`src/dfs_defines.svh`:
```
// dfs_defines.svh: named constants for the dual fifo flag synchroniser.
// assumes inclusion by bare name from the design file only.
`ifndef DFS_DEFINES_SVH
`define DFS_DEFINES_SVH
// =====================================================================
// sub-access counts that complete one 36-bit long word
`define DFS_WORD_LAST 2'h1
`define DFS_BYTE_LAST 2'h3
// =====================================================================
// reset values
`define DFS_PTR_RST 7'h00
`define DFS_CNT_RST 2'h0
`define DFS_FLAG_RST 1'h0
`define DFS_FULL_FLAG_RST 1'h1
`endif

```
`src/dfs_pkg.sv`:
```
// dfs_pkg.sv: types shared by the dual fifo flag synchroniser.
// assumes nothing of its surroundings.
package dfs_pkg;
  // bus size selected on port b or port c
  typedef enum logic {
    DFS_SIZE_WORD = 1'b0,
    DFS_SIZE_BYTE = 1'b1
  } dfs_size_type;
endpackage : dfs_pkg

```
`src/dfs_flag_sync.sv`:
```
// dfs_flag_sync.sv: flag logic for two fifos with three port clocks.
// assumes port clocks and strobes are pins, slower than ref_clk / 4,
// sampled here; data storage lives elsewhere.
// How it works
// - port b read frees fifo1, full flag a rises
// - port b reads reach full flag a one port a cycle late, two when they land on a port a edge
// - full flag a counts final long-word read
// - port c write completing long word drops full
// - almost-empty b updates per long word read
// - almost-empty a counts final long-word write
// - almost-full a rises after long-word reads drain
// - empty b drops on last sized read
`timescale 1ns/100ps
`default_nettype none
`include "dfs_defines.svh"
module dfs_flag_sync #(
  parameter int DEPTH = 64,
  parameter int PW = 7
) (
  // clock and reset
  input wire logic ref_clk,
  input wire logic rst_b,
  // port a pins
  input wire logic porta_clock,
  input wire logic porta_chip_select_n,
  input wire logic porta_write_not_read,
  input wire logic porta_enable,
  // port b pins
  input wire logic portb_clock,
  input wire logic portb_read_enable,
  input wire dfs_pkg::dfs_size_type portb_size,
  // port c pins
  input wire logic portc_clock,
  input wire logic portc_write_enable,
  input wire dfs_pkg::dfs_size_type portc_size,
  // almost flag offset
  input wire logic [PW-1:0] flag_offset,
  // flags, active low
  output logic porta_full_flag,
  output logic porta_almost_full_flag,
  output logic porta_empty_flag,
  output logic porta_almost_empty_flag,
  output logic portb_empty_flag,
  output logic portb_almost_empty_flag,
  output logic portc_full_flag,
  output logic portc_almost_full_flag
);
  import dfs_pkg::*;
  localparam int NPIN = 11;
  localparam logic [PW-1:0] DEPTH_V = PW'(DEPTH);
  // =====================================================================
  // pin synchronisers
  logic [NPIN-1:0] pin_s1_reg;
  logic [NPIN-1:0] pin_s2_reg;
  logic [2:0] clk_s3_reg;
  logic [PW-1:0] offset_reg;
  // two-flop sampling of every port pin
  always_ff @(posedge ref_clk or negedge rst_b) begin
    if (!rst_b) begin
      pin_s1_reg <= '0;
      pin_s2_reg <= '0;
    end else begin
      pin_s1_reg <= {portc_size, portc_write_enable, portc_clock,
                     portb_size, portb_read_enable, portb_clock,
                     porta_enable, porta_write_not_read,
                     porta_chip_select_n, porta_clock, 1'b0};
      pin_s2_reg <= pin_s1_reg;
    end
  end
  // third stage only for rising-edge detection of port clocks
  always_ff @(posedge ref_clk or negedge rst_b) begin
    if (!rst_b) begin
      clk_s3_reg <= '0;
    end else begin
      clk_s3_reg <= {pin_s2_reg[8], pin_s2_reg[5], pin_s2_reg[1]};
    end
  end
  // offset is static configuration, sampled once per cycle
  always_ff @(posedge ref_clk or negedge rst_b) begin
    if (!rst_b) begin
      offset_reg <= '0;
    end else begin
      offset_reg <= flag_offset;
    end
  end
  logic a_edge;
  logic b_edge;
  logic c_edge;
  logic a_sel;
  logic b_byte;
  logic c_byte;
  assign a_edge = pin_s2_reg[1] & ~clk_s3_reg[0];
  assign b_edge = pin_s2_reg[5] & ~clk_s3_reg[1];
  assign c_edge = pin_s2_reg[8] & ~clk_s3_reg[2];
  assign a_sel = ~pin_s2_reg[2] & pin_s2_reg[4];
  assign b_byte = pin_s2_reg[7];
  assign c_byte = pin_s2_reg[10];
  // =====================================================================
  // accepted accesses
  logic a_wr_go;
  logic a_rd_go;
  logic b_rd_go;
  logic c_wr_go;
  assign a_wr_go = a_edge & a_sel & pin_s2_reg[3] & porta_full_flag;
  assign a_rd_go = a_edge & a_sel & ~pin_s2_reg[3] & porta_empty_flag;
  assign b_rd_go = b_edge & pin_s2_reg[6] & portb_empty_flag;
  assign c_wr_go = c_edge & pin_s2_reg[9] & portc_full_flag;
  // =====================================================================
  // sub-access counters for long-word assembly
  logic [1:0] b_cnt_reg;
  logic [1:0] c_cnt_reg;
  logic b_last;
  logic c_last;
  assign b_last = b_rd_go &
    (b_cnt_reg == (b_byte ? `DFS_BYTE_LAST : `DFS_WORD_LAST));
  assign c_last = c_wr_go &
    (c_cnt_reg == (c_byte ? `DFS_BYTE_LAST : `DFS_WORD_LAST));
  // count reads and writes within a long word
  always_ff @(posedge ref_clk or negedge rst_b) begin
    if (!rst_b) begin
      b_cnt_reg <= `DFS_CNT_RST;
      c_cnt_reg <= `DFS_CNT_RST;
    end else begin
      if (b_last) begin
        b_cnt_reg <= `DFS_CNT_RST;
      end else if (b_rd_go) begin
        b_cnt_reg <= b_cnt_reg + 2'h1;
      end
      if (c_last) begin
        c_cnt_reg <= `DFS_CNT_RST;
      end else if (c_wr_go) begin
        c_cnt_reg <= c_cnt_reg + 2'h1;
      end
    end
  end
  // =====================================================================
  // long-word pointers and their samples in the far domains
  logic [PW-1:0] wr1_reg;
  logic [PW-1:0] rd1_reg;
  logic [PW-1:0] wr2_reg;
  logic [PW-1:0] rd2_reg;
  logic [PW-1:0] rd1_seen_a_reg;
  logic [PW-1:0] wr1_seen_b_reg;
  logic [PW-1:0] wr2_seen_a_reg;
  logic [PW-1:0] rd2_seen_c_reg;
  logic [PW-1:0] wr1_next;
  logic [PW-1:0] rd1_next;
  logic [PW-1:0] wr2_next;
  logic [PW-1:0] rd2_next;
  assign wr1_next = wr1_reg + PW'(a_wr_go);
  assign rd1_next = rd1_reg + PW'(b_last);
  assign wr2_next = wr2_reg + PW'(c_last);
  assign rd2_next = rd2_reg + PW'(a_rd_go);
  // pointers advance once per long word
  always_ff @(posedge ref_clk or negedge rst_b) begin
    if (!rst_b) begin
      wr1_reg <= `DFS_PTR_RST;
      rd1_reg <= `DFS_PTR_RST;
      wr2_reg <= `DFS_PTR_RST;
      rd2_reg <= `DFS_PTR_RST;
    end else begin
      wr1_reg <= wr1_next;
      rd1_reg <= rd1_next;
      wr2_reg <= wr2_next;
      rd2_reg <= rd2_next;
    end
  end
  // far pointers are sampled on the flag's own port edge
  always_ff @(posedge ref_clk or negedge rst_b) begin
    if (!rst_b) begin
      rd1_seen_a_reg <= `DFS_PTR_RST;
      wr2_seen_a_reg <= `DFS_PTR_RST;
      wr1_seen_b_reg <= `DFS_PTR_RST;
      rd2_seen_c_reg <= `DFS_PTR_RST;
    end else begin
      if (a_edge) begin
        rd1_seen_a_reg <= rd1_reg;
        wr2_seen_a_reg <= wr2_reg;
      end
      if (b_edge) begin
        wr1_seen_b_reg <= wr1_reg;
      end
      if (c_edge) begin
        rd2_seen_c_reg <= rd2_reg;
      end
    end
  end
  // =====================================================================
  // occupancy as seen by each flag domain, own access included at once
  logic [PW-1:0] occ1_a;
  logic [PW-1:0] occ1_b;
  logic [PW-1:0] occ2_a;
  logic [PW-1:0] occ2_c;
  assign occ1_a = wr1_next - rd1_seen_a_reg;
  assign occ1_b = wr1_seen_b_reg - rd1_next;
  assign occ2_a = wr2_seen_a_reg - rd2_next;
  assign occ2_c = wr2_next - rd2_seen_c_reg;
  // port a flags update on port a edges
  always_ff @(posedge ref_clk or negedge rst_b) begin
    if (!rst_b) begin
      porta_full_flag <= `DFS_FULL_FLAG_RST;
      porta_almost_full_flag <= `DFS_FULL_FLAG_RST;
      porta_empty_flag <= `DFS_FLAG_RST;
      porta_almost_empty_flag <= `DFS_FLAG_RST;
    end else if (a_edge) begin
      porta_full_flag <= (occ1_a != DEPTH_V);
      porta_almost_full_flag <= ((DEPTH_V - occ1_a) > offset_reg);
      porta_empty_flag <= (occ2_a != '0);
      porta_almost_empty_flag <= (occ2_a > offset_reg);
    end
  end
  // port b flags update on port b edges
  always_ff @(posedge ref_clk or negedge rst_b) begin
    if (!rst_b) begin
      portb_empty_flag <= `DFS_FLAG_RST;
      portb_almost_empty_flag <= `DFS_FLAG_RST;
    end else if (b_edge) begin
      portb_empty_flag <= (occ1_b != '0);
      portb_almost_empty_flag <= (occ1_b > offset_reg);
    end
  end
  // port c flags update on port c edges
  always_ff @(posedge ref_clk or negedge rst_b) begin
    if (!rst_b) begin
      portc_full_flag <= `DFS_FULL_FLAG_RST;
      portc_almost_full_flag <= `DFS_FULL_FLAG_RST;
    end else if (c_edge) begin
      portc_full_flag <= (occ2_c != DEPTH_V);
      portc_almost_full_flag <= ((DEPTH_V - occ2_c) > offset_reg);
    end
  end
endmodule : dfs_flag_sync
`default_nettype wire

```
`config.mk`:
```
export PLATFORM = sky130hd
export DESIGN_NAME = dfs_flag_sync
export DESIGN_NICKNAME = d
export VERILOG_FILES = /design/src/dfs_pkg.sv /design/src/dfs_flag_sync.sv
export VERILOG_INCLUDE_DIRS = /design/src
export SDC_FILE = /design/constraint.sdc
export NUM_CORES = 1
export LEC_CHECK = 0
export BUFFER_PORTS_ARGS = -buffer_cell sky130_fd_sc_hd__clkbuf_2
export CAP_MARGIN = 10
export CORE_MARGIN = 2
export CORE_UTILIZATION = 54
export CTS_BUF_LIST = sky130_fd_sc_hd__clkbuf_16
export CTS_CLUSTER_SIZE = 14
export DETAILED_ROUTE_END_ITERATION = 10
export HOLD_SLACK_MARGIN = 0.1
export PLACE_DENSITY = 0.74
export SLEW_MARGIN = 0
export SYNTH_ARGS = -nofsm -noshare
export SYNTH_HDL_FRONTEND = slang
export SYNTH_SLANG_ARGS = --single-unit
```
`constraint.sdc`:
```
create_clock -name ref_clk -period 3.4 [get_ports ref_clk]
set_input_delay 1.02 -clock ref_clk [delete_from_list [all_inputs] [get_ports ref_clk]]
set_output_delay 1.02 -clock ref_clk [all_outputs]
set_load 0.01 [all_outputs]
```
Yosys cells after proc, flatten, opt, wreduce, memory -nomap -nowiden:

Index checks and enable logic that the tools add are counted.

* bitwise operators: 20
* reductions and logical operators: 4
* equality and inequality tests: 4
* add/sub/neg operators: 12
* multiplexer cells: 6
* order comparisons: 4

Operator list (count)
* adder 7 x 1 -> 7 bit: 4
* > comparator 7 bit: 4
* subtractor 7 bit: 4
* bitwise AND 1 bit: 15
* inequality test 7 bit (second input constant): 2
* nonzero test 7 bit: 2
* subtractor 7 bit (first input constant): 2
* 2-to-1 mux 2 bit: 6
* NOT 1 bit: 5
* adder 2 x 1 -> 2 bit (second input constant): 2
* == test 2 bit: 2
* nonzero test 2 bit: 2

* output and inout port bits: 8
* bits of input ports: 19
* bits in registers: 98

Depth between registers and ports, before layout:

* depth after elaboration: 9
* depth in mapped cells: 19
* gate-level depth less buffers: 18

Worst setup path after synthesis:

No wires, ideal clock.

* path kind: flip-flop to flip-flop
* from: register pin_s2_reg[1]
* to: register porta_almost_full_flag
* required time: 3.328 ns
* arrival time: 3.550 ns
* path buffers: 1
* setup time: 0.072 ns
* cell stages (with the launch flop): 20
* setup slack: -0.222 ns
* cells stage by stage: dfrtp_1 -> nor2b_1 -> clkbuf_1 -> nand3b_1 -> nor2_1 -> ha_1 -> ha_1 -> nand3_1 -> xnor2_1 -> ha_1 -> nor2b_1 -> a221o_1 -> a211oi_1 -> nand3_1 -> nor3_1 -> nor2_1 -> ha_1 -> nand3_1 -> o21a_1 -> o21ai_1

* word-level cells in the longest chain between the ends: 8

RTL lines
* start: declaration: RTL line dfs_flag_sync.sv:54 `logic [NPIN-1:0] pin_s2_reg;`
* start signal: assignment: RTL line dfs_flag_sync.sv:67 `pin_s2_reg <= pin_s1_reg;`
* bitwise AND 1 bit: RTL line dfs_flag_sync.sv:92 `assign a_edge = pin_s2_reg[1] & ~clk_s3_reg[0];`
* bitwise AND 1 bit (3 in series): RTL line dfs_flag_sync.sv:104 `assign a_wr_go = a_edge & a_sel & pin_s2_reg[3] & porta_full_flag;`
* adder 7 x 1 -> 7 bit: RTL line dfs_flag_sync.sv:150 `assign wr1_next = wr1_reg + PW'(a_wr_go);`
* named net wr1_next[4]: RTL line dfs_flag_sync.sv:146 `logic [PW-1:0] wr1_next;`
* subtractor 7 bit: RTL line dfs_flag_sync.sv:194 `assign occ1_a = wr1_next - rd1_seen_a_reg;`
* subtractor 7 bit: RTL line dfs_flag_sync.sv:207 `porta_almost_full_flag <= ((DEPTH_V - occ1_a) > offset_reg);`
* > comparator 7 bit: RTL line dfs_flag_sync.sv:207
* end signal: assignment: RTL line dfs_flag_sync.sv:202 `` porta_almost_full_flag <= `DFS_FULL_FLAG_RST; ``
* end signal: assignment: RTL line dfs_flag_sync.sv:207
* end: declaration: RTL line dfs_flag_sync.sv:40 `output logic porta_almost_full_flag,`

The timed path passes the listed nets, and every way through them passes these cells.
A chain may end at the register's enable or synchronous reset.

Worst setup path after layout:

* from: register clk_s3_reg[0]
* to: register porta_almost_full_flag

* word-level cells in the longest chain between the ends: 9

RTL lines
* start: declaration: RTL line dfs_flag_sync.sv:55 `logic [2:0] clk_s3_reg;`
* start signal: assignment: RTL line dfs_flag_sync.sv:75 `clk_s3_reg <= {pin_s2_reg[8], pin_s2_reg[5], pin_s2_reg[1]};`
* NOT 1 bit: RTL line dfs_flag_sync.sv:92
* bitwise AND 1 bit: RTL line dfs_flag_sync.sv:92
* bitwise AND 1 bit (3 in series): RTL line dfs_flag_sync.sv:104
* adder 7 x 1 -> 7 bit: RTL line dfs_flag_sync.sv:150
* named net wr1_next[4]: RTL line dfs_flag_sync.sv:146
* subtractor 7 bit: RTL line dfs_flag_sync.sv:194
* subtractor 7 bit: RTL line dfs_flag_sync.sv:207
* > comparator 7 bit: RTL line dfs_flag_sync.sv:207

The timed path passes the listed nets, and every way through them passes these cells.

==> impl_metrics.csv <==
group,metric,value,unit
power_and_ir_drop,p_leak,3.308,nW
synth,synth_top_family_by_area,"adder cells",
sta,rsz0062_at_grt,"yes",
synth,synth_area_leaders,"dfrtp_1 45%, ha_1 15%, nand2_1 5.1%, xnor2_1 4.3%, xor2_1 4.2%",
placement,globalplace.congestion,0.7948,
sta,setup_slack,-0.1349,ns
floorplan,fp-row-count,36,
route,drtIter0Drc,315,
sta,fmaxAchievable,282.9,MHz
power_and_ir_drop,pwr-share-clk,15.4,%
setup_path,arrival,3.81,ns
power_and_ir_drop,p_per_area,963.4,nW/um2
sta,max_slew_margin,66.72,%
route,drt-pass1-iter-count,5,
floorplan,io-pin-count,27,
power_and_ir_drop,p_int,0.003999,W
synth,synth-edff-count,0,
sta,slew_violations,0,
power_and_ir_drop,swShare,39.09,%
sta,skew,0.008483,ns
setup_path,crit_path_max_fanout,3,
clock_network,numCtsBuffers,9,
synth,ys_seq_elements,98,
power_and_ir_drop,seqPwrFrac,23.2,%
setup_path,end_kind,"register",
floorplan,die_h,102.8,um
sta,hold_viol_final,0,
global_route,grt_pass1_wl,18.82,mm
layout,finish.utilization,70.69,%
route,vias,3985,
clock_network,clock_path_buffers,2,
route,drt_wl_total,12.09,mm
layout,fillerInstances,657,
placement,portBuffers,26,
global_route,grt_pass1_vias,4000,
setup_path,worstPathRequired,3.68,ns
clock_network,clk_latency,0.35,ns
power_and_ir_drop,p_comb_share,61.4,%
outcome,outcome,"finished, violations left",
synth,synthArstFlopShare,100.0,%
setup_path,crit_type,"register to register",
route,ant_nets,0,
global_route,gr-total-overflow,0,
synth,syn_inst,505,
synth,syn_nets,590,
floorplan,die_w,102.8,um
placement,dpl_worst_slack,-0.2240,ns
floorplan,dieArea,10570,um2
synth,avgSynthCellArea,10.44,um2
layout,final_nets,688,
synth,synthSimpleGateAreaFrac,15.17,%
route,drcViolationCount,0,
outcome,violations,"setup timing",
power_and_ir_drop,p_sw,0.002566,W
sta,period_share,104.0,%
global_route,grt_util_all_layers,23.62,%
sta,setup_viol,5,
sta,fin_hold_ws,0.3479,ns
min_path,hold_class,"register to register",
global_route,grt_max_degree,99,
layout,syn_to_final_growth,29.27,%
synth,netlist.top_cell.by_area,"dfrtp_1",
synth,synth_ff_type,"dfrtp_1",
sta,max_slew.worst_pin.slew,0.4993,ns
synth,synth_common_cells,"94 x dfrtp_1, 72 x nand2_1, 62 x ha_1",
floorplan,start_util,54.69,%
clock_network,cts_root_buffer,"clkbuf_16",
clock_network,cts.sinks,98,
clock_network,cts_tree,"yes",
synth,syn-cell-area,5271,um2
synth,synth_top_area_share,44.62,%
synth,synth-compound-area-share,9.091,%
route,wire_per_inst,16.31,um
layout,drive_gt1_share,30.43,%
route,viasPerCell,5.378,
job,cap_violations,0,
setup_path,start_kind,"register",
placement,dp_hpwl,7.818,mm
layout,antennaDiodeCount,0,
synth,synth.distinct_cells,43,
synth,yosys_warnings,0,
global_route,antenna_found_initial,0,
setup_path,rrSetupSlack,-0.13,ns
clock_network,htreeDepth,3,
clock_network,clkTransAtPathRegs,0.07,ns
sta,fin_crit,3.535,ns
synth,yosysMostFrequentCell,"dfrtp_1",
power_and_ir_drop,ir_drop,625.7,uV
synth,synth-xor-area-share,9.233,%
synth,ys_seq_area_share,46.62,%
synth,yosys-mux-area-fraction,0.4272,%
floorplan,core,9639,um2
layout,final_cells,741,
synth,synth-adder-area-share,16.24,%
placement,placed_cells,698,
clock_network,cts_hold_buffers,0,
[cells in the final DEF, fill, tap and decap left out, types with 3 or more instances in the layout]
cell type	count
a21o_1	10
nor2_1	11
xnor2_2	10
a21oi_2	9
o21a_1	7
nor3_2	3
ha_2	5
clkbuf_16	9
ha_4	11
xnor2_1	16
nand3_2	8
nand3_1	13
nand2_1	72
o21ai_0	21
and3_1	3
ha_1	46
a21oi_1	6
nor2b_1	12
dfrtp_1	94
o21ai_1	9
xor2_2	5
dfstp_2	4
inv_1	37
nor2b_4	3
a31oi_1	3
nand4_1	7
nor3b_2	3
fa_1	3
clkinvlp_4	3
nand3b_1	3
nand2b_1	12
clkbuf_2	25
xor2_1	20
buf_4	67
[final cells by class]
class                           instances  area [um2]  share of cell area (%)
Sequential cell                        98        2457                   36.06
Clock inverter                          7       70.07                   1.028
Clock buffer                            9       225.2                   3.305
Timing Repair Buffer                   94       659.4                   9.677
Inverter                               38       142.6                   2.093
Multi-Input combinational cell        362        3093                   45.39
Tap cell                              133       166.4                   2.442
[kinds of logic (layout without fill, tap and decap cells)]
| family | count (synthesis) | count (layout) |
|---|---|---|
| xor gates and xnor gates | 53 | 53 |
| muxes | 2 | 2 |
| adders and majority gates | 66 | 66 |
| DFF | 98 | 98 |
| AOI/OAI and AO/OA | 77 | 77 |
| buffers and inverters | 45 | 148 |
| and+or+nand+nor | 164 | 164 |
[metrics by stage]
| stage | cell area [um2] | TNS, ns | total power, W |
|---|---|---|---|
| floorplan | 5330 | -0.03074 | 0.003792 |
| global placement | 5921 | -0.2400 | 0.004589 |
| detailed placement | 5921 | -0.6226 | 0.004773 |
| CTS | 6502 | -0.3022 | 0.006144 |
| global route | 6814 | -1.410 | 0.007077 |
| finish | 6814 | -0.3205 | 0.006564 |
[worst max-delay path, stage by stage (launching register included)]
cell,delay [ns]
dfrtp_1,0.38
nor2b_2,0.13
nand3b_1,0.12
nor2_1,0.13
ha_2,0.23
ha_4,0.16
nand3_2,0.09
xnor2_2,0.18
ha_1,0.32
buf_4,0.14
nor3b_2,0.04
a221o_1,0.28
a211oi_2,0.22
buf_4,0.16
xor2_1,0.14
ha_1,0.27
a21o_1,0.18
a21oi_2,0.12
o21a_1,0.12
o21ai_1,0.05
[power by group through the flow]
stage,registers (W),logic (W),clock network (W)
global route,0.00155,0.00445,0.00107
global placement,0.00151,0.00308,0
detailed placement,0.00152,0.00326,0
floorplan,0.00150,0.00229,0
finish,0.00153,0.00403,0.00101
CTS,0.00151,0.00361,0.00102
[per-layer routing]
| layer | part of all wire, % | routed length, um | GRT usage (%) | up-vias |
|---|---|---|---|---|
| met1 | 45 | 5456 | 31.21 | 1930 |
| met2 | 48 | 5807 | 39.32 | 112 |
| met3 | 3.5 | 426 | 2.915 | 35 |
| met4 | 3.3 | 397 | 10.73 | 0 |
| met5 | 0 | 0 | 0 | - |
| li1 | - | - | - | 1908 |
[path summary, 6_finish.rpt]
kind                                     startpoint                                 end  cells after the start
min                        pin_s1_reg[10]$_DFF_PN0_            pin_s2_reg[10]$_DFF_PN0_                      0
min reg2reg                pin_s1_reg[10]$_DFF_PN0_            pin_s2_reg[10]$_DFF_PN0_                      0
max                         clk_s3_reg[0]$_DFF_PN0_  porta_almost_full_flag$_DFFE_PN1N_                     19
max in group asynchronous                     rst_b         portc_full_flag$_DFFE_PN1N_                      2
max reg2reg                 clk_s3_reg[0]$_DFF_PN0_  porta_almost_full_flag$_DFFE_PN1N_                     19
min in group asynchronous                     rst_b                wr1_reg[6]$_DFF_PN0_                      2
[what timing repair did]
item,in CTS,in global routing
endpoints found under the setup margin,6,7
setup buffers,15,13
resized for setup,33,39
pin swaps,38,49
cloned,0,0
Power figures use the tool's default switching activity.
